==> config.mk <==
export PLATFORM = sky130hd
export DESIGN_NAME = usart_baud_gen_async_tx
export DESIGN_NICKNAME = d
export VERILOG_FILES = /design/src/shared/usart_pkg.sv /design/src/core/rate_timer.sv /design/src/core/majority_sampler.sv /design/src/core/usart_baud_gen_async_tx.sv
export VERILOG_INCLUDE_DIRS = /design/src /design/src/shared
export SDC_FILE = /design/constraint.sdc
export NUM_CORES = 1
export LEC_CHECK = 0
export ABC_AREA = 1
export BUFFER_PORTS_ARGS = -buffer_cell sky130_fd_sc_hd__buf_2
export CAP_MARGIN = 0
export CORE_UTILIZATION = 45
export CTS_BUF_LIST = sky130_fd_sc_hd__clkbuf_16
export CTS_CLUSTER_DIAMETER = 60
export DETAILED_ROUTE_END_ITERATION = 16
export PLACE_DENSITY_LB_ADDON = 0.1
export SKIP_CTS_REPAIR_TIMING = 1
export SLEW_MARGIN = 20
export SYNTH_ARGS = -nofsm -noshare
export SYNTH_HDL_FRONTEND = slang
export SYNTH_HIERARCHICAL = 1
export SYNTH_SLANG_ARGS = --single-unit
==> constraint.sdc <==
create_clock -name clock -period 2.85 [get_ports clock]
set_input_delay 0.1425 -clock clock [delete_from_list [all_inputs] [get_ports clock]]
set_output_delay 0.1425 -clock clock [all_outputs]
set_load 0.01 [all_outputs]
==> src/shared/usart_regs.svh <==
`ifndef USART_REGS_SVH
`define USART_REGS_SVH

// ********************************************************************
// Register indices; the APB byte address is four times the index.
// ********************************************************************
`define IDX_PERIPH_FLAG     10'h00C
`define IDX_RECV_CTRL       10'h018
`define IDX_HOLD_BUF        10'h019
`define IDX_PERIPH_ENABLE   10'h08C
`define IDX_XMIT_CTRL       10'h098
`define IDX_BAUD_DIV        10'h099

// ********************************************************************
// Field positions.
// ********************************************************************
`define XMIT_CLK_SRC_BIT    7
`define XMIT_NINTH_EN_BIT   6
`define XMIT_ENABLE_BIT     5
`define XMIT_SYNC_BIT       4
`define XMIT_HIGH_SPEED_BIT 2
`define XMIT_SHIFT_EMPTY_BIT 1
`define XMIT_NINTH_VAL_BIT  0
`define RECV_PORT_EN_BIT    7
`define RECV_NINTH_EN_BIT   6
`define RECV_SINGLE_BIT     5
`define RECV_CONT_BIT       4
`define PERIPH_TX_BIT       4

// ********************************************************************
// Reset values.
// ********************************************************************
`define XMIT_CTRL_RESET     8'h02
`define RECV_CTRL_RESET     8'h00
`define BAUD_DIV_RESET      8'h00

// ********************************************************************
// Rate timer ticks per bit, less one; bits per frame.
// ********************************************************************
`define TICKS_ASYNC_LOW     6'h3F
`define TICKS_ASYNC_HIGH    6'h0F
`define TICKS_SYNC          6'h03
`define FRAME_BITS_8        4'hA
`define FRAME_BITS_9        4'hB

`endif

==> src/shared/usart_pkg.sv <==
package usart_pkg;

   typedef enum logic [2:0]
   {
      TX_IDLE  = 3'b001,
      TX_ARMED = 3'b010,
      TX_SHIFT = 3'b100
   } tx_state_t;

   typedef logic [7:0] byte_t;

endpackage

==> src/core/rate_timer.sv <==
`timescale 1ns/1ps

// Free-running up counter; one tick per (divisor + 1) enabled cycles.
module rate_timer #(
   parameter int WIDTH = 8
) (
   input  wire logic             clock,
   input  wire logic             srst,
   input  wire logic             run,
   input  wire logic             restart,
   input  wire logic [WIDTH-1:0] divisor,
   output logic                  tick
);

   logic [WIDTH-1:0] count_q;

   always_ff @(posedge clock)
   begin
      if (srst || restart)
      begin
         count_q <= '0;
         tick    <= 1'b0;
      end
      else if (run)
      begin
         if (count_q >= divisor)
         begin
            count_q <= '0;
            tick    <= 1'b1;
         end
         else
         begin
            count_q <= count_q + 1'b1;
            tick    <= 1'b0;
         end
      end
      // The tick is held while stopped, so a frozen cycle resumes exactly where it stopped.
   end

endmodule

==> src/core/majority_sampler.sv <==
`timescale 1ns/1ps

// Three samples near mid-bit; two of three decide the level.
module majority_sampler (
   input  wire logic clock,
   input  wire logic srst,
   input  wire logic clkEn,
   input  wire logic sampleEn,
   input  wire logic decide,
   input  wire logic lineIn,
   output logic      level
);

   logic [2:0] samples_q;

   always_ff @(posedge clock)
   begin
      if (srst)
      begin
         samples_q <= 3'h7;
         level     <= 1'b1;
      end
      else if (clkEn)
      begin
         if (sampleEn)
         begin
            samples_q <= {samples_q[1:0], lineIn};
         end
         if (decide)
         begin
            level <= (samples_q[0] & samples_q[1]) | (samples_q[0] & samples_q[2])
                     | (samples_q[1] & samples_q[2]);
         end
      end
   end

endmodule

==> src/core/usart_baud_gen_async_tx.sv <==
`timescale 1ns/1ps
`include "usart_regs.svh"

// What this block does
// - Rate timer is a free-running 8-bit counter with period set by divisor.
// - High-speed select matters only in asynchronous mode.
// - Bit rate is clock over 64, 16 or 4 times (divisor plus one).
// - Writing the divisor restarts the rate timer at once.
// - Receive line level per bit is a majority of three mid-bit samples.
// - Frame is NRZ: start bit, eight or nine data bits, stop bit.
// - Data bits go least significant bit first.
// - Asynchronous bit clock is 16 or 64 rate ticks, by high-speed select.
// - Asynchronous operation halts during sleep.
// - Asynchronous mode whenever the sync mode bit is clear.
// - Shift register reloads only after the stop bit has gone out.
// - Buffer to shift register move takes one cycle and sets the empty flag.
// - Empty flag is not software clearable; a buffer write clears it.
// - Interrupt request only while the transmit interrupt enable is set.
// - Read-only shift-empty bit shows shift register empty; no interrupt.
// - Setting transmit enable sets the buffer-empty flag.
// - Output starts once buffer holds data and a shift clock arrives.
// - Buffer write with idle shift register moves straight through.
// - Clearing transmit enable aborts the frame and releases the pin.
// - Shift register has no address.
// - Transmit and receive sides share one bit rate; the receive side has no framing.
module usart_baud_gen_async_tx (
   input  wire logic        clock,
   input  wire logic        srst,
   input  wire logic        clkEn,
   input  wire logic        sleepReq,
   input  wire logic        psel,
   input  wire logic        penable,
   input  wire logic        pwrite,
   input  wire logic [11:0] paddr,
   input  wire logic [31:0] pwdata,
   output logic      [31:0] prdata,
   output logic             pready,
   output logic             pslverr,
   input  wire logic        rxIn,
   output logic             rxLevel,
   output logic             txOut,
   output logic             txOeN,
   output logic             txIrq
);

   import usart_pkg::*;

   // ********************************************************************
   // Registers and state.
   // ********************************************************************
   logic [7:0]   xmitCtrl_q;
   logic [7:0]   recvCtrl_q;
   logic [7:0]   baudDiv_q;
   usart_pkg::byte_t holdBuf_q;
   logic         holdFull_q;
   logic         emptyFlag_q;
   logic         txIntEn_q;
   tx_state_t    txState_q;
   logic [10:0]  shifter_q;
   logic [3:0]   bitsLeft_q;
   logic [5:0]   phase_q;
   logic         accessOk_q;

   logic         apbSetup;
   logic         apbDone;
   logic         wrBaud;
   logic         wrXmit;
   logic         wrRecv;
   logic         wrHold;
   logic         wrEnable;
   logic         mapped;
   logic [9:0]   regIdx;
   logic [31:0]  readMux;

   logic         syncMode;
   logic         txEnable;
   logic         runTimer;
   logic         rateTick;
   logic [5:0]   lastPhase;
   logic [5:0]   midPhase;
   logic         bitTick;
   logic         frameEnd;
   logic         loadNow;
   logic [10:0]  newFrame;
   logic [3:0]   newBits;

   // ********************************************************************
   // APB slave: no wait states, so the answer comes in the first access cycle.
   // ********************************************************************
   assign regIdx   = paddr[11:2];
   assign apbSetup = psel && !penable;
   assign apbDone  = clkEn && psel && penable && pready;
   assign wrBaud   = apbDone && pwrite && accessOk_q && (regIdx == `IDX_BAUD_DIV);
   assign wrXmit   = apbDone && pwrite && accessOk_q && (regIdx == `IDX_XMIT_CTRL);
   assign wrRecv   = apbDone && pwrite && accessOk_q && (regIdx == `IDX_RECV_CTRL);
   assign wrHold   = apbDone && pwrite && accessOk_q && (regIdx == `IDX_HOLD_BUF);
   assign wrEnable = apbDone && pwrite && accessOk_q && (regIdx == `IDX_PERIPH_ENABLE);

   always_comb
   begin
      mapped  = (paddr[1:0] == 2'h0);
      readMux = 32'h0000_0000;
      unique case (regIdx)
         `IDX_BAUD_DIV:      readMux[7:0] = baudDiv_q;
         `IDX_XMIT_CTRL:     readMux[7:0] = {xmitCtrl_q[7:4], 1'b0, xmitCtrl_q[2],
                                              txState_q == TX_IDLE, xmitCtrl_q[0]};
         `IDX_RECV_CTRL:     readMux[7:0] = {recvCtrl_q[7:4], 4'h0};
         `IDX_HOLD_BUF:      readMux[7:0] = holdBuf_q;
         `IDX_PERIPH_FLAG:   readMux[`PERIPH_TX_BIT] = emptyFlag_q;
         `IDX_PERIPH_ENABLE: readMux[`PERIPH_TX_BIT] = txIntEn_q;
         default:            mapped = 1'b0;
      endcase
   end

   always_ff @(posedge clock)
   begin
      if (srst)
      begin
         pready     <= 1'b0;
         pslverr    <= 1'b0;
         prdata     <= 32'h0000_0000;
         accessOk_q <= 1'b0;
      end
      else if (clkEn)
      begin
         pready     <= apbSetup;
         pslverr    <= apbSetup && !mapped;
         accessOk_q <= apbSetup && mapped;
         if (apbSetup && !pwrite)
         begin
            prdata <= mapped ? readMux : 32'h0000_0000;
         end
      end
   end

   // ********************************************************************
   // Control registers. The shift register itself is never decoded.
   // ********************************************************************
   always_ff @(posedge clock)
   begin
      if (srst)
      begin
         xmitCtrl_q <= `XMIT_CTRL_RESET;
         recvCtrl_q <= `RECV_CTRL_RESET;
         baudDiv_q  <= `BAUD_DIV_RESET;
         txIntEn_q  <= 1'b0;
      end
      else if (clkEn)
      begin
         if (wrXmit)
         begin
            xmitCtrl_q <= pwdata[7:0] & 8'hF5;
         end
         if (wrRecv)
         begin
            recvCtrl_q <= pwdata[7:0] & 8'hF0;
         end
         if (wrBaud)
         begin
            baudDiv_q <= pwdata[7:0];
         end
         if (wrEnable)
         begin
            txIntEn_q <= pwdata[`PERIPH_TX_BIT];
         end
      end
   end

   // ********************************************************************
   // Rate generation shared by both directions.
   // ********************************************************************
   assign syncMode = xmitCtrl_q[`XMIT_SYNC_BIT];
   assign txEnable = xmitCtrl_q[`XMIT_ENABLE_BIT] && !syncMode
                     && recvCtrl_q[`RECV_PORT_EN_BIT];
   assign runTimer = clkEn && !(sleepReq && !syncMode);

   rate_timer #(
      .WIDTH (8)
   ) u_rate_timer (
      .clock   (clock),
      .srst    (srst),
      .run     (runTimer),
      .restart (wrBaud),
      .divisor (baudDiv_q),
      .tick    (rateTick)
   );

   // High-speed select is consulted only when the sync bit is clear.
   always_comb
   begin
      if (syncMode)
      begin
         lastPhase = `TICKS_SYNC;
      end
      else if (xmitCtrl_q[`XMIT_HIGH_SPEED_BIT])
      begin
         lastPhase = `TICKS_ASYNC_HIGH;
      end
      else
      begin
         lastPhase = `TICKS_ASYNC_LOW;
      end
      midPhase = {1'b0, lastPhase[5:1]};
   end

   always_ff @(posedge clock)
   begin
      if (srst || wrBaud)
      begin
         phase_q <= 6'h00;
      end
      else if (runTimer && rateTick)
      begin
         phase_q <= (phase_q >= lastPhase) ? 6'h00 : phase_q + 6'h01;
      end
   end

   assign bitTick = runTimer && rateTick && (phase_q >= lastPhase);

   majority_sampler u_majority_sampler (
      .clock    (clock),
      .srst     (srst),
      .clkEn    (runTimer),
      .sampleEn (rateTick && (phase_q + 6'h01 >= midPhase) && (phase_q <= midPhase + 6'h01)),
      .decide   (rateTick && (phase_q == midPhase + 6'h02)),
      .lineIn   (rxIn),
      .level    (rxLevel)
   );

   // ********************************************************************
   // Frame building.
   // ********************************************************************
   // A stop bit stands above the ninth bit; in 8-bit frames the ninth
   // position is shifted out as the stop bit, so it is filled with a one.
   assign newFrame = {1'b1,
                      xmitCtrl_q[`XMIT_NINTH_EN_BIT] ? xmitCtrl_q[`XMIT_NINTH_VAL_BIT] : 1'b1,
                      holdBuf_q, 1'b0};
   assign newBits  = xmitCtrl_q[`XMIT_NINTH_EN_BIT] ? `FRAME_BITS_9 : `FRAME_BITS_8;

   assign frameEnd = (txState_q == TX_SHIFT) && bitTick && (bitsLeft_q == 4'h1);
   // A write in this very cycle defers the move by one cycle so the word
   // taken is always the newest one.
   assign loadNow  = txEnable && holdFull_q && !wrHold
                     && ((txState_q == TX_IDLE) || frameEnd);

   // ********************************************************************
   // Holding buffer and its empty flag.
   // ********************************************************************
   always_ff @(posedge clock)
   begin
      if (srst)
      begin
         holdBuf_q  <= 8'h00;
         holdFull_q <= 1'b0;
      end
      else if (clkEn)
      begin
         if (wrHold)
         begin
            holdBuf_q  <= pwdata[7:0];
            holdFull_q <= 1'b1;
         end
         else if (loadNow)
         begin
            holdFull_q <= 1'b0;
         end
      end
   end

   always_ff @(posedge clock)
   begin
      if (srst)
      begin
         emptyFlag_q <= 1'b0;
      end
      else if (clkEn)
      begin
         if (loadNow)
         begin
            emptyFlag_q <= 1'b1;
         end
         else if (wrXmit && pwdata[`XMIT_ENABLE_BIT] && !xmitCtrl_q[`XMIT_ENABLE_BIT])
         begin
            emptyFlag_q <= 1'b1;
         end
         else if (wrHold)
         begin
            emptyFlag_q <= 1'b0;
         end
      end
   end

   always_ff @(posedge clock)
   begin
      if (srst)
      begin
         txIrq <= 1'b0;
      end
      else if (clkEn)
      begin
         txIrq <= emptyFlag_q && txIntEn_q;
      end
   end

   // ********************************************************************
   // Transmit shifter.
   // ********************************************************************
   always_ff @(posedge clock)
   begin
      if (srst)
      begin
         txState_q  <= TX_IDLE;
         shifter_q  <= 11'h7FF;
         bitsLeft_q <= 4'h0;
         txOut      <= 1'b1;
      end
      else if (clkEn)
      begin
         if (!txEnable)
         begin
            txState_q  <= TX_IDLE;
            bitsLeft_q <= 4'h0;
            txOut      <= 1'b1;
         end
         else
         begin
            unique case (txState_q)
               TX_IDLE:
               begin
                  txOut <= 1'b1;
                  if (loadNow)
                  begin
                     txState_q  <= TX_ARMED;
                     shifter_q  <= newFrame;
                     bitsLeft_q <= newBits;
                  end
               end
               TX_ARMED:
               begin
                  if (bitTick)
                  begin
                     txState_q <= TX_SHIFT;
                     txOut     <= shifter_q[0];
                  end
               end
               TX_SHIFT:
               begin
                  if (loadNow)
                  begin
                     shifter_q  <= newFrame;
                     bitsLeft_q <= newBits;
                     txOut      <= newFrame[0];
                  end
                  else if (frameEnd)
                  begin
                     txState_q <= TX_IDLE;
                     txOut     <= 1'b1;
                  end
                  else if (bitTick)
                  begin
                     shifter_q  <= {1'b1, shifter_q[10:1]};
                     bitsLeft_q <= bitsLeft_q - 4'h1;
                     txOut      <= shifter_q[1];
                  end
               end
            endcase
         end
      end
   end

   // The pin floats whenever the transmitter is not enabled.
   always_ff @(posedge clock)
   begin
      if (srst)
      begin
         txOeN <= 1'b1;
      end
      else if (clkEn)
      begin
         txOeN <= !txEnable;
      end
   end

endmodule

After elaboration in Yosys (flattened, before gate mapping). Cells that the tools add are included.

Eq/ne operators: 22. Reduce and logical (&&, ||, !) cells: 60. Multiplexer cells: 40. Shift operators: 0. Multiply operators: 0. $lt $le $gt $ge: 4. Bitwise operators: 5. Add/subtract/negate cells: 5. Div/mod/pow operators: 0.

Operator list (count): 11-bit 2-to-1 mux (4); 1-bit logical AND (31); 10-bit by 8-bit == test with 1-bit output, second input constant (3); 11-bit case mux with 2 select lines (1); 10-bit by 5-bit == test with 1-bit output, second input constant (2); 4-bit 2-to-1 mux (5); 2-bit AND reduction (10); 6-bit 2-to-1 mux (3); 3-bit != test, second input constant (6); 8-bit 2-to-1 mux (2); 3-bit 2-to-1 mux (5); 1-bit 2-to-1 mux (14); 3-bit case mux with 4 select lines (1); 4-bit case mux with 3 select lines (1); 10-bit by 4-bit == test with 1-bit output, second input constant (1); 5-bit AND reduction (2); 3-bit case mux with 3 select lines (1); 8-bit by 1-bit adder with 8-bit output, second input constant (1); 8-bit >= comparator (1); 1-bit zero test (8); 4-bit != test, second input constant (2); 4-bit case mux with 2 select lines (1); 5-bit by 1-bit adder with 6-bit output, second input constant (1); 5-bit by 2-bit adder with 6-bit output, second input constant (1); other kinds (24) (29).

Bits in latches: 0. Input bits: 52. Output and inout bits: 38. Bits in writable memories: 0. ROM bits: 0. Bits in registers: 105. Logic and storage cells: 158. Memories: 0.

Logic depth before layout (Yosys ltp). Gate-level depths: netlist of the first run.

Depth after elaboration: 13. Gate-level depth with buffers: 15. Gate-level depth less buffers: 15.

Cells and area by module. Netlist of the first run, hierarchy kept.

Modules (own cells, without submodules): usart_baud_gen_async_tx (area each 3882.5 µm², seq. area each 1321.3 µm², cells each 582, times used 1); rate_timer (area each 600.6 µm², seq. area each 180.2 µm², cells each 84, times used 1); majority_sampler (area each 166.4 µm², seq. area each 80.1 µm², cells each 25, times used 1).

Worst setup path before layout of the first run. Ideal clock, no wire load.

Path kind: reg-to-reg. Start: register xmitCtrl_q[4]. End: register shifter_q[1]. Setup time: 0.134 ns. Stages on the path, launching flop included: 16. Clock period less this slack: 2.147 ns. Required time: 2.716 ns. Buffers on the path: 1. Data arrival time: 2.013 ns. Slack: 0.703 ns. Path through: dfxtp_1 or2_2 ha_1 nand2_1 inv_1 nand2_1 nand3_1 nand3_1 nand2_1 nand2_4 nand2_1 buf_4 nand2_1 nand2_1 nand2_1 nand3_1.

Word-level cells in the longest chain between the ends: 12. Elaborated cells between the ends (all ways): 22. Classes of those cells: 1 x order compare; 3 x eq/ne; 3 x mux; 15 x reduce/logical.

RTL lines: from (decl) (line usart_baud_gen_async_tx.sv:51) `logic [7:0] xmitCtrl_q;`; from (signal assigned) (line usart_baud_gen_async_tx.sv:143) `` xmitCtrl_q <= `XMIT_CTRL_RESET; ``; from (signal assigned) (line usart_baud_gen_async_tx.sv:152) `xmitCtrl_q <= pwdata[7:0] & 8'hF5;`; branches (longest 12 deep; another with 6-bit >= comparator); to (signal assigned) (line usart_baud_gen_async_tx.sv:334) `shifter_q <= newFrame;`; to (signal assigned) (line usart_baud_gen_async_tx.sv:350) `shifter_q <= newFrame;`; to (signal assigned) (line usart_baud_gen_async_tx.sv:361) `shifter_q <= {1'b1, shifter_q[10:1]};`; to (decl) (line usart_baud_gen_async_tx.sv:59) `logic [10:0] shifter_q;`.

Several ways; the timed one is not identified. A chain may end at the register's enable or synchronous reset.

Worst setup path in the final report of the first run.
Start: register xmitCtrl_q[2]. End: register shifter_q[8].

Word-level cells in the longest chain between the ends: 10. Elaborated cells between the ends (all ways): 14. Classes of those cells: 1 x order compare; 3 x eq/ne; 4 x mux; 6 x reduce/logical.

RTL lines: 6-bit 2-to-1 mux (*) (line usart_baud_gen_async_tx.sv:195) `` else if (xmitCtrl_q[`XMIT_HIGH_SPEED_BIT]) ``; 6-bit 2-to-1 mux (*) (line usart_baud_gen_async_tx.sv:191) `if (syncMode)`; 6-bit >= comparator (*) (line usart_baud_gen_async_tx.sv:218) `assign bitTick = runTimer && rateTick && (phase_q >= lastPhase);`; 1-bit logical AND (*) (line usart_baud_gen_async_tx.sv:218); 1-bit logical AND (2 in series) (line usart_baud_gen_async_tx.sv:240) `assign frameEnd = (txState_q == TX_SHIFT) && bitTick && (bitsLeft_q == 4'h1);`; 1-bit logical OR (line usart_baud_gen_async_tx.sv:244) `&& ((txState_q == TX_IDLE) || frameEnd);`; 1-bit logical AND (line usart_baud_gen_async_tx.sv:244); 3-bit != test (no line) (tied with other cells); 6-bit AND reduction (no line) or 11-bit case mux with 2 select lines (tied branches).

Mark *: on every way between the ends. The rest lies on a longest branch, timed or not.

==> implementation parameters, run 1 <==
Parameter                              Value

Status
  Status    complete, no violations

Global route
  Antenna violations before repair    0
  Largest net degree at the start of global routing    38
  Vias in the first global route    between 3,000 and 4,000
  GRT Overall Usage    21.4%
  Grt ovf    0
  Wire length of the first global-routing pass    around 19,000 µm

STA
  Tightest slew margin relative to the limit    between 60% and 70%
  Post-layout min period    about 2.5 ns
  Fin. Hold Viols    0
  Setup TNS    0 ns
  Fraction of the cycle the final worst path needs    around 87%
  Number of endpoints failing setup at the final stage    0
  Achievable clock frequency    just over 0.4 GHz
  Largest clock skew in the final design    between 0.005 and 0.006 ns
  Count of final max-slew check failures    0
  Slew at the pin closest to its max-slew limit    0.528 ns
  Setup repair after global routing missed its margin    false

Setup path
  Worst r2r path cells    12
  Endpoint class of the critical path    flop
  Startpoint Class    flop
  Critical R2R Launch    xmitCtrl_q[2]
  Slack of the worst reg-to-reg path    between 0.3 and 0.4 ns
  Data required, critical path    3.06 ns
  Critical R2R Capture    shifter_q[8]
  Critical Path Start    xmitCtrl_q[2]
  Worst Path Arrival    ~2.7 ns
  Crit Path Max Fanout    11
  Kind of critical path    flop to flop

Pwr
  Worst IR drop on VDD    between 200 and 300 µV
  Sequential cell fraction of total power    roughly 46%
  Combinational share of power    around 6%
  Sw Ratio    between 20 and 25%
  Overall power consumption    about 0.0025 W
  Leakage power summed over all cells    2.47 nW
  P_sw    0.000547 W
  Int Power    0.00191 W
  Power per cell area    about 470 nW/µm²
  Clock share of power    between 40% and 50%

Logic synthesis
  Warning count from the yosys run    6
  Netlist cell types    39
  FF+latch count, synth    79
  Number of flops mapped to enable cells by yosys    0
  Post-synthesis instance total    between 600 and 700
  Fraction of the yosys area taken by sequential cells    about a third
  Cell Area, Synth    around 4600 µm²
  Average footprint of a synthesized cell    6.73 µm²
  Predominant post-synthesis flop cell    sky130_fd_sc_hd__dfxtp_1
  Async S/R FF share, synth    0%

Routing
  Count of TritonRoute iterations in the first routing pass    5
  Detail-routed net length per standard cell    ~13 µm
  Total length of routed wires    11,000 µm
  Drt drc    0
  Mean number of vias per cell    roughly 5
  Initial detailed-routing violation count    210
  Final ANT Viol Nets    0
  Detailed-route via count    roughly 4,400

Cells and area
  Commonest non-fill, non-tap cell in the layout    sky130_fd_sc_hd__nand2_1
  Commonest cells after routing, fill and taps aside    178 x sky130_fd_sc_hd__nand2_1, 98 x sky130_fd_sc_hd__nor2_1, 79 x sky130_fd_sc_hd__dfxtp_1
  Filler cell count in the final layout    ~1,000
  Layout cell share with drive strength beyond 1    about an eighth
  Number of antenna repair diodes    0
  Count of nets after finishing    approximately 800
  Area grow syn2layout    12.2%

Worst hold path
  Worst hold path endpoint    u_majority_sampler/samples_q[0]
  Classification of the worst-slack hold path    primary input to flop
  Startpoint of the most critical hold path    rxIn
  Hold Path Depth    3

Floorplanning
  Die area    ~11,000 µm²
  Horizontal die dimension    104 µm
  Top-Level Pins    90
  Row count    36
  Core area    9910 µm²
  Vertical die dimension    104 µm
  Effective utilization at floorplan    46.9%

Placed design
  Post-detailed-placement half-perimeter wirelength    8280 µm
  Placer Congestion    0.827
  Buffers on Ports    just over 40

Clock network
  Clk root buf    sky130_fd_sc_hd__clkbuf_16
  Clk pin slew, worst setup/hold paths    ~0.060 ns
  Total clock buffers created by CTS    9
  Clock insertion delay at the later pin of the skew report    0.33 ns
  Clock tree buffer depth    2
  CTS HTree Levels    3
  Clock tree from TritonCTS    yes
  Total clock sinks    79

Job
  Reported max-cap violation count    0
layer usage:
layer	global-route usage, %	vias to the layer above	share of wire, %
met2	33.2	108	45
met3	3.52	19	4.3
met4	9.73	0	1.7
met1	29.1	1976	49
met5	0	-	0
li1	-	2248	-
power by group through the flow:
stage          combinational, W  sequential [W]  clock, W
2_1_floorplan          0.000121         0.00114         0
3_3_place_gp           0.000145         0.00114         0
3_5_place_dp           0.000148         0.00115         0
4_1_cts                0.000149         0.00112   0.00122
5_1_grt                0.000167         0.00112   0.00126
6_report               0.000149         0.00112   0.00119
cell usage after synthesis, types with 2 or more instances:
cell type	number	area (µm²)
sky130_fd_sc_hd__a21oi_1	36	180
sky130_fd_sc_hd__buf_4	27	203
sky130_fd_sc_hd__clkbuf_1	8	30.0
sky130_fd_sc_hd__clkinv_1	2	7.51
sky130_fd_sc_hd__conb_1	2	7.51
sky130_fd_sc_hd__dfxtp_1	79	1580
sky130_fd_sc_hd__ha_1	24	300
sky130_fd_sc_hd__inv_1	71	267
sky130_fd_sc_hd__inv_2	8	30.0
sky130_fd_sc_hd__nand2_1	178	668
sky130_fd_sc_hd__nand2_2	6	37.5
sky130_fd_sc_hd__nand3_1	58	290
sky130_fd_sc_hd__nand3_2	2	20.0
sky130_fd_sc_hd__nand4_1	6	37.5
sky130_fd_sc_hd__nor2_1	98	368
sky130_fd_sc_hd__nor2_2	5	31.3
sky130_fd_sc_hd__nor2_4	8	90.1
sky130_fd_sc_hd__nor3_1	5	25.0
sky130_fd_sc_hd__o2111ai_1	4	35.0
sky130_fd_sc_hd__o211ai_1	3	22.5
sky130_fd_sc_hd__o21ai_0	32	160
sky130_fd_sc_hd__o21ai_1	2	10.0
sky130_fd_sc_hd__or2_2	2	12.5
sky130_fd_sc_hd__xnor2_1	2	17.5
sky130_fd_sc_hd__xor2_1	9	78.8
worst max path at each step:
stage and endpoint:
6_report shifter_q[8], 5_1_grt shifter_q[8], 4_1_cts shifter_q[8], 3_5_place_dp shifter_q[8]
3_3_place_gp shifter_q[6], 2_1_floorplan shifter_q[1]
cell families (layout without fill, tap and decap cells):
group           Yosys count  after routing  synth area share, %
compound gates           82             82                 9.63
xor+xnor                 11             11                 2.07
fa+ha+maj                24             24                 6.46
buf+inv                 117            144                 11.8
flops                    79             79                 34.0
mux                       1              1                0.215
other cells               2             25                0.162
simple gates            375            375                 35.7
per-stage QoR:
stage	hold WS, ns	instance area, µm²	setup WS, ns	cells	utilization [%]
final	0.0176	5220	0.363	874	52.7
after global routing	0.0240	5220	0.214	874	52.7
after CTS	0.00702	5220	0.370	874	52.7
after detailed placement	0.358	4920	0.404	859	49.6
after global placement	0.348	4920	0.400	859	49.6
after floorplan	0.238	4740	0.703	714	-
state kept, by name, indices dropped and copies added (netlist names), 4 cells and up:
register,count
bitsLeft_q,4
phase_q,6
recvCtrl_q,4
u_rate_timer/count_q,8
baudDiv_q,8
xmitCtrl_q,6
shifter_q,10
prdata,8
holdBuf_q,8
critical path, stage by stage (launching register included):
cell,delay [ns]
sky130_fd_sc_hd__dfxtp_1,0.33
sky130_fd_sc_hd__or2_2,0.37
sky130_fd_sc_hd__ha_1,0.33
sky130_fd_sc_hd__a21oi_1,0.20
sky130_fd_sc_hd__nand3_1,0.14
sky130_fd_sc_hd__nand3_1,0.11
sky130_fd_sc_hd__nand2_1,0.09
sky130_fd_sc_hd__nand2_4,0.14
sky130_fd_sc_hd__nand3_1,0.08
sky130_fd_sc_hd__nand2_1,0.23
sky130_fd_sc_hd__inv_2,0.15
sky130_fd_sc_hd__nand2_1,0.11
sky130_fd_sc_hd__nand3_1,0.07
area by class of cell:
class                   instances  area [µm²]  area share, %
multi-input cells             518        2610           50.0
flip-flops and latches         79        1580           30.3
inverters                      81         304           5.83
repair buffers                 48         258           4.94
clock buffers                   9         225           4.32
well taps                     133         166           3.19
clock inverters                 6        76.3           1.46
Note: power is estimated with default switching activity, not from simulation.
==> inputs of run 2 (changes only) <==
--- a/config.mk
+++ b/config.mk
@@ -6,7 +6,6 @@
 export SDC_FILE = /design/constraint.sdc
 export NUM_CORES = 1
 export LEC_CHECK = 0
-export ABC_AREA = 1
 export BUFFER_PORTS_ARGS = -buffer_cell sky130_fd_sc_hd__buf_2
 export CAP_MARGIN = 0
 export CORE_UTILIZATION = 45
@@ -15,6 +14,7 @@
 export DETAILED_ROUTE_END_ITERATION = 16
 export PLACE_DENSITY_LB_ADDON = 0.1
 export SKIP_CTS_REPAIR_TIMING = 1
+export SKIP_LAST_GASP = 1
 export SLEW_MARGIN = 20
 export SYNTH_ARGS = -nofsm -noshare
 export SYNTH_HDL_FRONTEND = slang
==> run 2 against run 1 <==
Sequential share of layout area down 0.22 points. Total power shrank 7.9%. Cell count decreased by 13%. Clock skew rose by 0.0012 ns. Maximum frequency fell by 6.7%. Largest cell class unchanged. First-iteration DRC count is 31% higher. Flip-flop and latch count stayed put. Routed wire length grew 12%. Die area rose by 0.32%. Sequential power hardly changed. Clock-buffer cell count unchanged. Clock power decreased by 14%.
==> implementation parameters, run 2 <==
Parameter                              Value

Logic synthesis
  Netlist cell types    80 (+110%)
  Cell Area, Synth    4660 µm² (+0.32%)
  Post-synthesis instance total    571 (-17%)
  Leading post-synthesis cells by instance count    90 x sky130_fd_sc_hd__nand2_1, 79 x sky130_fd_sc_hd__dfxtp_1, 47 x sky130_fd_sc_hd__a21oi_1
  Average footprint of a synthesized cell    8.17 µm² (+21%)
  Predominant post-synthesis flop cell    sky130_fd_sc_hd__dfxtp_1
  Fraction of the yosys area taken by sequential cells    33.9% (-0.11 points)
  Async S/R FF share, synth    0% (unchanged)
  Number of flops mapped to enable cells by yosys    0 (unchanged)
  Fraction of synthesized cell area taken by the top area cell type    33.9% (-0.11 points)
  Leading post-synthesis cells by cell area    sky130_fd_sc_hd__dfxtp_1 34%, sky130_fd_sc_hd__nand2_1 7.2%, sky130_fd_sc_hd__ha_1 6.4%, sky130_fd_sc_hd__a21oi_1 5.0%, sky130_fd_sc_hd__buf_4 3.9%
  Warning count from the yosys run    6 (unchanged)
  Cell with the most instances after synthesis    sky130_fd_sc_hd__nand2_1
  FF+latch count, synth    79 (unchanged)
  Top cell type by total area after synthesis    sky130_fd_sc_hd__dfxtp_1

Clock network
  CTS HTree Levels    3 (unchanged)
  Total clock buffers created by CTS    9 (unchanged)
  Clock insertion delay at the later pin of the skew report    0.33 ns (about the same)
  Clk pin slew, worst setup/hold paths    0.06 ns (about the same)
  Total clock sinks    79 (unchanged)
  Clk root buf    sky130_fd_sc_hd__clkbuf_16
  Clock tree from TritonCTS    yes
  Clock tree buffer depth    2 (unchanged)

STA
  Fraction of the cycle the final worst path needs    93.5% (+6.2 points)
  Count of final max-slew check failures    0 (unchanged)
  Largest clock skew in the final design    0.00680 ns (+0.00121 ns)
  Tightest slew margin relative to the limit    53.5% (-11 points)
  Setup TNS    0 ns (unchanged)
  Achievable clock frequency    0.375 GHz (-6.7%)
  Slew at the pin closest to its max-slew limit    0.696 ns (+0.169 ns)
  Setup repair after global routing missed its margin    false
  Fin. Hold Viols    0 (unchanged)
  Final-layout worst hold slack    0.0757 ns (+0.0581 ns)
  Number of endpoints failing setup at the final stage    0 (unchanged)
  Post-layout min period    2.66 ns (+0.178 ns)

Worst hold path
  Hold Path Depth    3 (unchanged)
  Classification of the worst-slack hold path    primary input to flop

Floorplanning
  Row count    36 (unchanged)
  Core area    9910 µm² (unchanged)
  Die area    10,800 µm² (+0.32%)
  Horizontal die dimension    104 µm (+0.16%)
  Vertical die dimension    104 µm (+0.16%)
  Top-Level Pins    90 (unchanged)
  Effective utilization at floorplan    47.1% (+0.15 points)

Setup path
  Crit Path Max Fanout    8 (-3)
  Worst r2r path cells    9 (-3)
  Kind of critical path    flop to flop
  Worst Path Arrival    2.85 ns (+0.16 ns)
  Startpoint Class    flop
  Endpoint class of the critical path    flop
  Data required, critical path    3.03 ns (-0.03 ns)

Global route
  Antenna violations before repair    0 (unchanged)
  Vias in the first global route    4,059 (+4.8%)
  GRT Overall Usage    23.5% (+2.1 points)
  Grt ovf    0 (unchanged)
  Wire length of the first global-routing pass    20,500 µm (+11%)
  Largest net degree at the start of global routing    26 (-32%)

Pwr
  Leakage power summed over all cells    2.00 nW (-19%)
  Worst IR drop on VDD    284 µV (+0.12%)
  Power per cell area    431 nW/µm² (-8.5%)

Placed design
  Post-detailed-placement cell area    5000 µm² (+1.7%)
  Post-detailed-placement half-perimeter wirelength    9130 µm (+10%)
  DP Cell Count    745 (-13%)
  Placer Congestion    0.905 (+9.4%)
  Buffers on Ports    41 (unchanged)

Routing
  Detailed-route via count    4,355 (+0.092%)
  Mean number of vias per cell    5.72 (+15%)
  Detail-routed net length per standard cell    16.2 µm (+29%)
  Total length of routed wires    12,300 µm (+12%)
  Final ANT Viol Nets    0 (unchanged)
  Initial detailed-routing violation count    275 (+31%)
  Drt drc    0 (unchanged)
  Count of TritonRoute iterations in the first routing pass    7 (+2)

Cells and area
  Final design utilization    53.0% (+0.38 points)
  Number of flip-flops in the largest register    10 (unchanged)
  Final design area excluding fillers    5260 µm² (+0.72%)
  Area grow syn2layout    12.7%
  Commonest non-fill, non-tap cell in the layout    sky130_fd_sc_hd__nand2_1
  Number of antenna repair diodes    0 (unchanged)
  Commonest cells after routing, fill and taps aside    90 x sky130_fd_sc_hd__nand2_1, 79 x sky130_fd_sc_hd__dfxtp_1, 47 x sky130_fd_sc_hd__a21oi_1
  Count of nets after finishing    699 (-14%)
  Layout Cells excl Fill    761 (-13%)
  Largest register by flop count    shifter_q
  Layout cell share with drive strength beyond 1    17.0% (+4.2 points)

Status
  Status    complete, no violations

Job
  Reported max-cap violation count    0 (unchanged)
==> run 2: cell types whose count changed in the layout (fill, tap and decap cells not counted), sizes merged, moves of 17 or more <==
cell / delta
nand3: -38
o21ai: -21
nand2: -94
inv: -56
nor2: -75
a22oi: +17
buf: +17
==> run 2: metal layers <==
layer  GRT usage (%)  share of wire [%]  up-vias
li1                -                  -     2121
met1            32.9                 47     2061
met2            37.0                 46      160
met3            3.96                5.8       13
met4            6.63                1.4        0
met5               0                  0        -
==> run 2: final cells by class <==
type | count | area [µm²]
clock buffers | 9 | 225
flip-flops and latches | 79 | 1580
clock inverters | 7 | 32.5
inverters | 22 | 82.6
multi-input cells | 446 | 2780
repair buffers | 65 | 385
well taps | 133 | 166
fillers | 965 | 4650
==> run 2: kinds of logic (layout without fill, tap and decap cells) <==
group / after synthesis / in the layout / share of synthesized area (%)
AOI/OAI and AO/OA: 149 / 149 / 23.0
xor gates and xnor gates: 8 / 8 / 1.50
adders and majority gates: 25 / 25 / 6.68
buffers and inverters: 69 / 103 / 8.45
DFF: 79 / 79 / 33.9
muxes: 5 / 5 / 1.10
other: 2 / 25 / 0.161
and+or+nand+nor: 234 / 234 / 25.2
==> run 2: worst max-delay path: stages (launching register included) <==
cell,delay [ns]
sky130_fd_sc_hd__dfxtp_1,0.31
sky130_fd_sc_hd__or2_2,0.37
sky130_fd_sc_hd__ha_1,0.32
sky130_fd_sc_hd__nand3_1,0.08
sky130_fd_sc_hd__o22ai_1,0.33
sky130_fd_sc_hd__buf_4,0.20
sky130_fd_sc_hd__o211ai_1,0.10
sky130_fd_sc_hd__a2bb2oi_1,0.18
sky130_fd_sc_hd__nor2_1,0.44
sky130_fd_sc_hd__a32oi_1,0.19
==> run 2: metrics by stage <==
step                      setup WS, ns  total power (W)
after floorplan                  0.306          0.00123
after global placement           0.289          0.00126
after detailed placement         0.233          0.00126
after CTS                        0.209          0.00228
after global routing            0.0225          0.00236
final                            0.186          0.00226
==> run 2: path summary, 6_finish.rpt <==
kind	start	slack (ns)	end
setup / recovery	xmitCtrl_q[2]	0.19	shifter_q[8]
hold / removal	pwdata[1]	0.08	baudDiv_q[1]
setup reg to reg	xmitCtrl_q[2]	0.19	shifter_q[8]
hold reg to reg	prdata[1]	0.45	prdata[1]
==> run 2: power breakdown <==
group	switching, W	internal, W	leakage [nW]
sequential	0.00000376	0.00111	0.638
combinational	0.0000887	0.0000387	1.23
clock	0.000450	0.000575	0.133
total	0.000542	0.00172	2.00
==> inputs of run 3 (changes only) <==
--- a/config.mk
+++ b/config.mk
@@ -8,8 +8,7 @@
 export LEC_CHECK = 0
 export BUFFER_PORTS_ARGS = -buffer_cell sky130_fd_sc_hd__buf_2
 export CAP_MARGIN = 0
-export CORE_UTILIZATION = 45
-export CTS_BUF_LIST = sky130_fd_sc_hd__clkbuf_16
+export CORE_UTILIZATION = 48
 export CTS_CLUSTER_DIAMETER = 60
 export DETAILED_ROUTE_END_ITERATION = 16
 export PLACE_DENSITY_LB_ADDON = 0.1
==> constraint.sdc (replaced) <==
create_clock -name clock -period 2.2 [get_ports clock]
set_input_delay 0.11 -clock clock [delete_from_list [all_inputs] [get_ports clock]]
set_output_delay 0.11 -clock clock [all_outputs]
set_load 0.01 [all_outputs]
==> run 3 against run 2 <==
Total power increased by 16%. Maximum frequency increased by 18%. Utilization increased by 6.5 points. Routed wire length decreased by 0.89%. Register-to-register slack got worse by 0.25 ns. The flow now finishes with violations (setup timing). Critical path depth decreased by 1. Flip-flop and latch count unchanged. Critical path type unchanged. Global-route usage increased by 1.6 points. Worst hold slack got worse by 0.064 ns. Via count increased by 2.5%. First-iteration DRC count increased by 31%. Non-clock buffer count increased by 29. Largest power group unchanged.
==> implementation parameters, run 3 (synthesis gave the netlist of run 2 again) <==
Parameter                              Value

Clock network
  Total clock sinks    79 (unchanged)
  Clock insertion delay at the later pin of the skew report    0.36 ns (+0.03 ns)
  Clock tree buffer depth    2 (unchanged)
  Clock tree from TritonCTS    yes
  Clk root buf    sky130_fd_sc_hd__clkbuf_8
  Clk pin slew, worst setup/hold paths    0.09 ns (+0.03 ns)
  Total clock buffers created by CTS    9 (unchanged)
  CTS HTree Levels    3 (unchanged)

STA
  Post-layout min period    2.26 ns (-0.402 ns)
  Fin. Hold Viols    0 (unchanged)
  Tightest slew margin relative to the limit    54.2% (+0.72 points)
  Achievable clock frequency    0.442 GHz (+18%)
  Largest clock skew in the final design    0.0106 ns (+0.00382 ns)
  Setup TNS    -0.120 ns (-0.120 ns)
  Fraction of the cycle the final worst path needs    103% (+9.4 points)
  Count of final max-slew check failures    0 (unchanged)
  Final-layout worst hold slack    0.0117 ns (-0.0639 ns)
  Minimum setup slack in the final design    -0.0627 ns (-0.248 ns)
  Number of endpoints failing setup at the final stage    2 (+2)
  Setup repair after global routing missed its margin    true
  Slew at the pin closest to its max-slew limit    0.686 ns (-0.0100 ns)

Setup path
  Data required, critical path    2.48 ns (-0.55 ns)
  Worst r2r path cells    8 (-1)
  Critical R2R Launch    xmitCtrl_q[4]
  Slack of the worst reg-to-reg path    -0.06 ns (-0.25 ns)
  Worst Path Arrival    2.54 ns (-0.31 ns)
  Startpoint Class    flop
  Critical Path Start    xmitCtrl_q[4]
  Crit Path Max Fanout    5 (-3)
  Critical R2R Capture    bitsLeft_q[2]
  Endpoint class of the critical path    flop
  Kind of critical path    flop to flop

Cells and area
  Area grow syn2layout    19.0%
  Final design area excluding fillers    5550 µm² (+5.6%)
  Largest register by flop count    shifter_q
  Commonest non-fill, non-tap cell in the layout    sky130_fd_sc_hd__nand2_1
  Commonest cells after routing, fill and taps aside    89 x sky130_fd_sc_hd__nand2_1, 78 x sky130_fd_sc_hd__dfxtp_1, 51 x sky130_fd_sc_hd__buf_4
  Layout Cells excl Fill    785 (+3.2%)
  Number of antenna repair diodes    0 (unchanged)
  Layout cell share with drive strength beyond 1    24.1% (+7.0 points)
  Number of flip-flops in the largest register    10 (unchanged)
  Count of nets after finishing    728 (+4.1%)

Placed design
  DP Cell Count    769 (+3.2%)
  Buffers on Ports    41 (unchanged)
  Placer Congestion    0.901 (-0.39%)
  Post-detailed-placement cell area    5240 µm² (+4.8%)
  Post-detailed-placement half-perimeter wirelength    9130 µm (about the same)

Global route
  Vias in the first global route    4,027 (-0.79%)
  Largest net degree at the start of global routing    35 (+35%)
  Wire length of the first global-routing pass    19,800 µm (-3.3%)
  GRT Overall Usage    25.0% (+1.6 points)
  Antenna violations before repair    1 (+1)
  Grt ovf    0 (unchanged)

Routing
  Initial detailed-routing violation count    361 (+31%)
  Detailed-route via count    4,465 (+2.5%)
  Total length of routed wires    12,200 µm (-0.89%)
  Count of TritonRoute iterations in the first routing pass    5 (-2)
  Detail-routed net length per standard cell    15.6 µm (-3.9%)
  Mean number of vias per cell    5.69 (-0.61%)
  Final ANT Viol Nets    0 (unchanged)
  Drt drc    0 (unchanged)

Pwr
  P_sw    0.000683 W (+26%)
  Power per cell area    471 nW/µm² (+9.4%)
  Combinational share of power    6.8% (+1.2 points)
  Sequential cell fraction of total power    54.9% (+5.8 points)
  Leakage power summed over all cells    2.10 nW (+5.0%)
  Sw Ratio    26.1% (+2.1 points)
  Clock share of power    38.3% (-7.0 points)
  Worst IR drop on VDD    357 µV (+26%)
  Int Power    0.00193 W (+12%)

Status
  Violations in the final reports    setup timing
  Status    finished, violations left

Floorplanning
  Top-Level Pins    90 (unchanged)
  Die area    10,100 µm² (-6.1%)
  Vertical die dimension    101 µm (-3.1%)
  Core area    9330 µm² (-5.9%)
  Horizontal die dimension    101 µm (-3.1%)
  Effective utilization at floorplan    50.0% (+2.9 points)
  Row count    35 (-2.8%)

Worst hold path
  Worst hold path endpoint    baudDiv_q[1]
  Hold Path Depth    3 (unchanged)
  Startpoint of the most critical hold path    pwdata[1]
  Classification of the worst-slack hold path    primary input to flop

Job
  Reported max-cap violation count    0 (unchanged)
[run 3: routing by layer]
metal / track usage, % / wire, µm / up-vias
met5: 0 / 0 / -
met4: 7.02 / 96 / 0
met3: 4.65 / 816 / 11
met2: 39.6 / 5560 / 158
met1: 34.9 / 5740 / 2117
li1: - / - / 2179
[run 3: per-stage QoR]
| step | worst slack [ns] | total power, W | utilization, % |
|---|---|---|---|
| after floorplan | -0.153 | 0.00160 | - |
| after global placement | -0.0934 | 0.00164 | 56.1 |
| after detailed placement | -0.193 | 0.00164 | 56.1 |
| after CTS | -0.176 | 0.00264 | 58.0 |
| after global routing | -0.153 | 0.00271 | 59.5 |
| final | -0.0627 | 0.00262 | 59.5 |
[run 3: final cells by class]
| cell class | instances | area, µm² |
|---|---|---|
| Clock buffer | 11 | 141 |
| Clock inverter | 4 | 30.0 |
| Fill cell | 870 | 3780 |
| Inverter | 22 | 82.6 |
| Multi-Input combinational cell | 446 | 2930 |
| Sequential cell | 79 | 1580 |
| Tap cell | 129 | 161 |
| Timing Repair Buffer | 94 | 619 |
[run 3: worst max path at each step]
stage | endpoint | slack (ns) | cells past startpoint
finish | bitsLeft_q[2] | -0.06 | 8
global route | bitsLeft_q[2] | -0.15 | 8
CTS | txOut | -0.18 | 8
detailed placement | shifter_q[9] | -0.19 | 8
global placement | shifter_q[2] | -0.09 | 8
floorplan | bitsLeft_q[2] | -0.15 | 8
[run 3: critical path, cell delays in order (launching register included)]
cell and delay (ns):
sky130_fd_sc_hd__dfxtp_2 0.33, sky130_fd_sc_hd__or2_4 0.28, sky130_fd_sc_hd__ha_4 0.24, sky130_fd_sc_hd__a21oi_2 0.18
sky130_fd_sc_hd__o22ai_4 0.12, sky130_fd_sc_hd__o2111ai_4 0.25, sky130_fd_sc_hd__a21oi_2 0.10, sky130_fd_sc_hd__or4b_4 0.48
sky130_fd_sc_hd__o32ai_2 0.19
[run 3: power by group through the flow]
stage	Combinational (W)	Sequential, W	Clock (W)
floorplan	0.000128	0.00147	0
CTS	0.000172	0.00144	0.00103
global placement	0.000170	0.00147	0
finish	0.000178	0.00144	0.00100
global route	0.000195	0.00144	0.00108
detailed placement	0.000171	0.00147	0
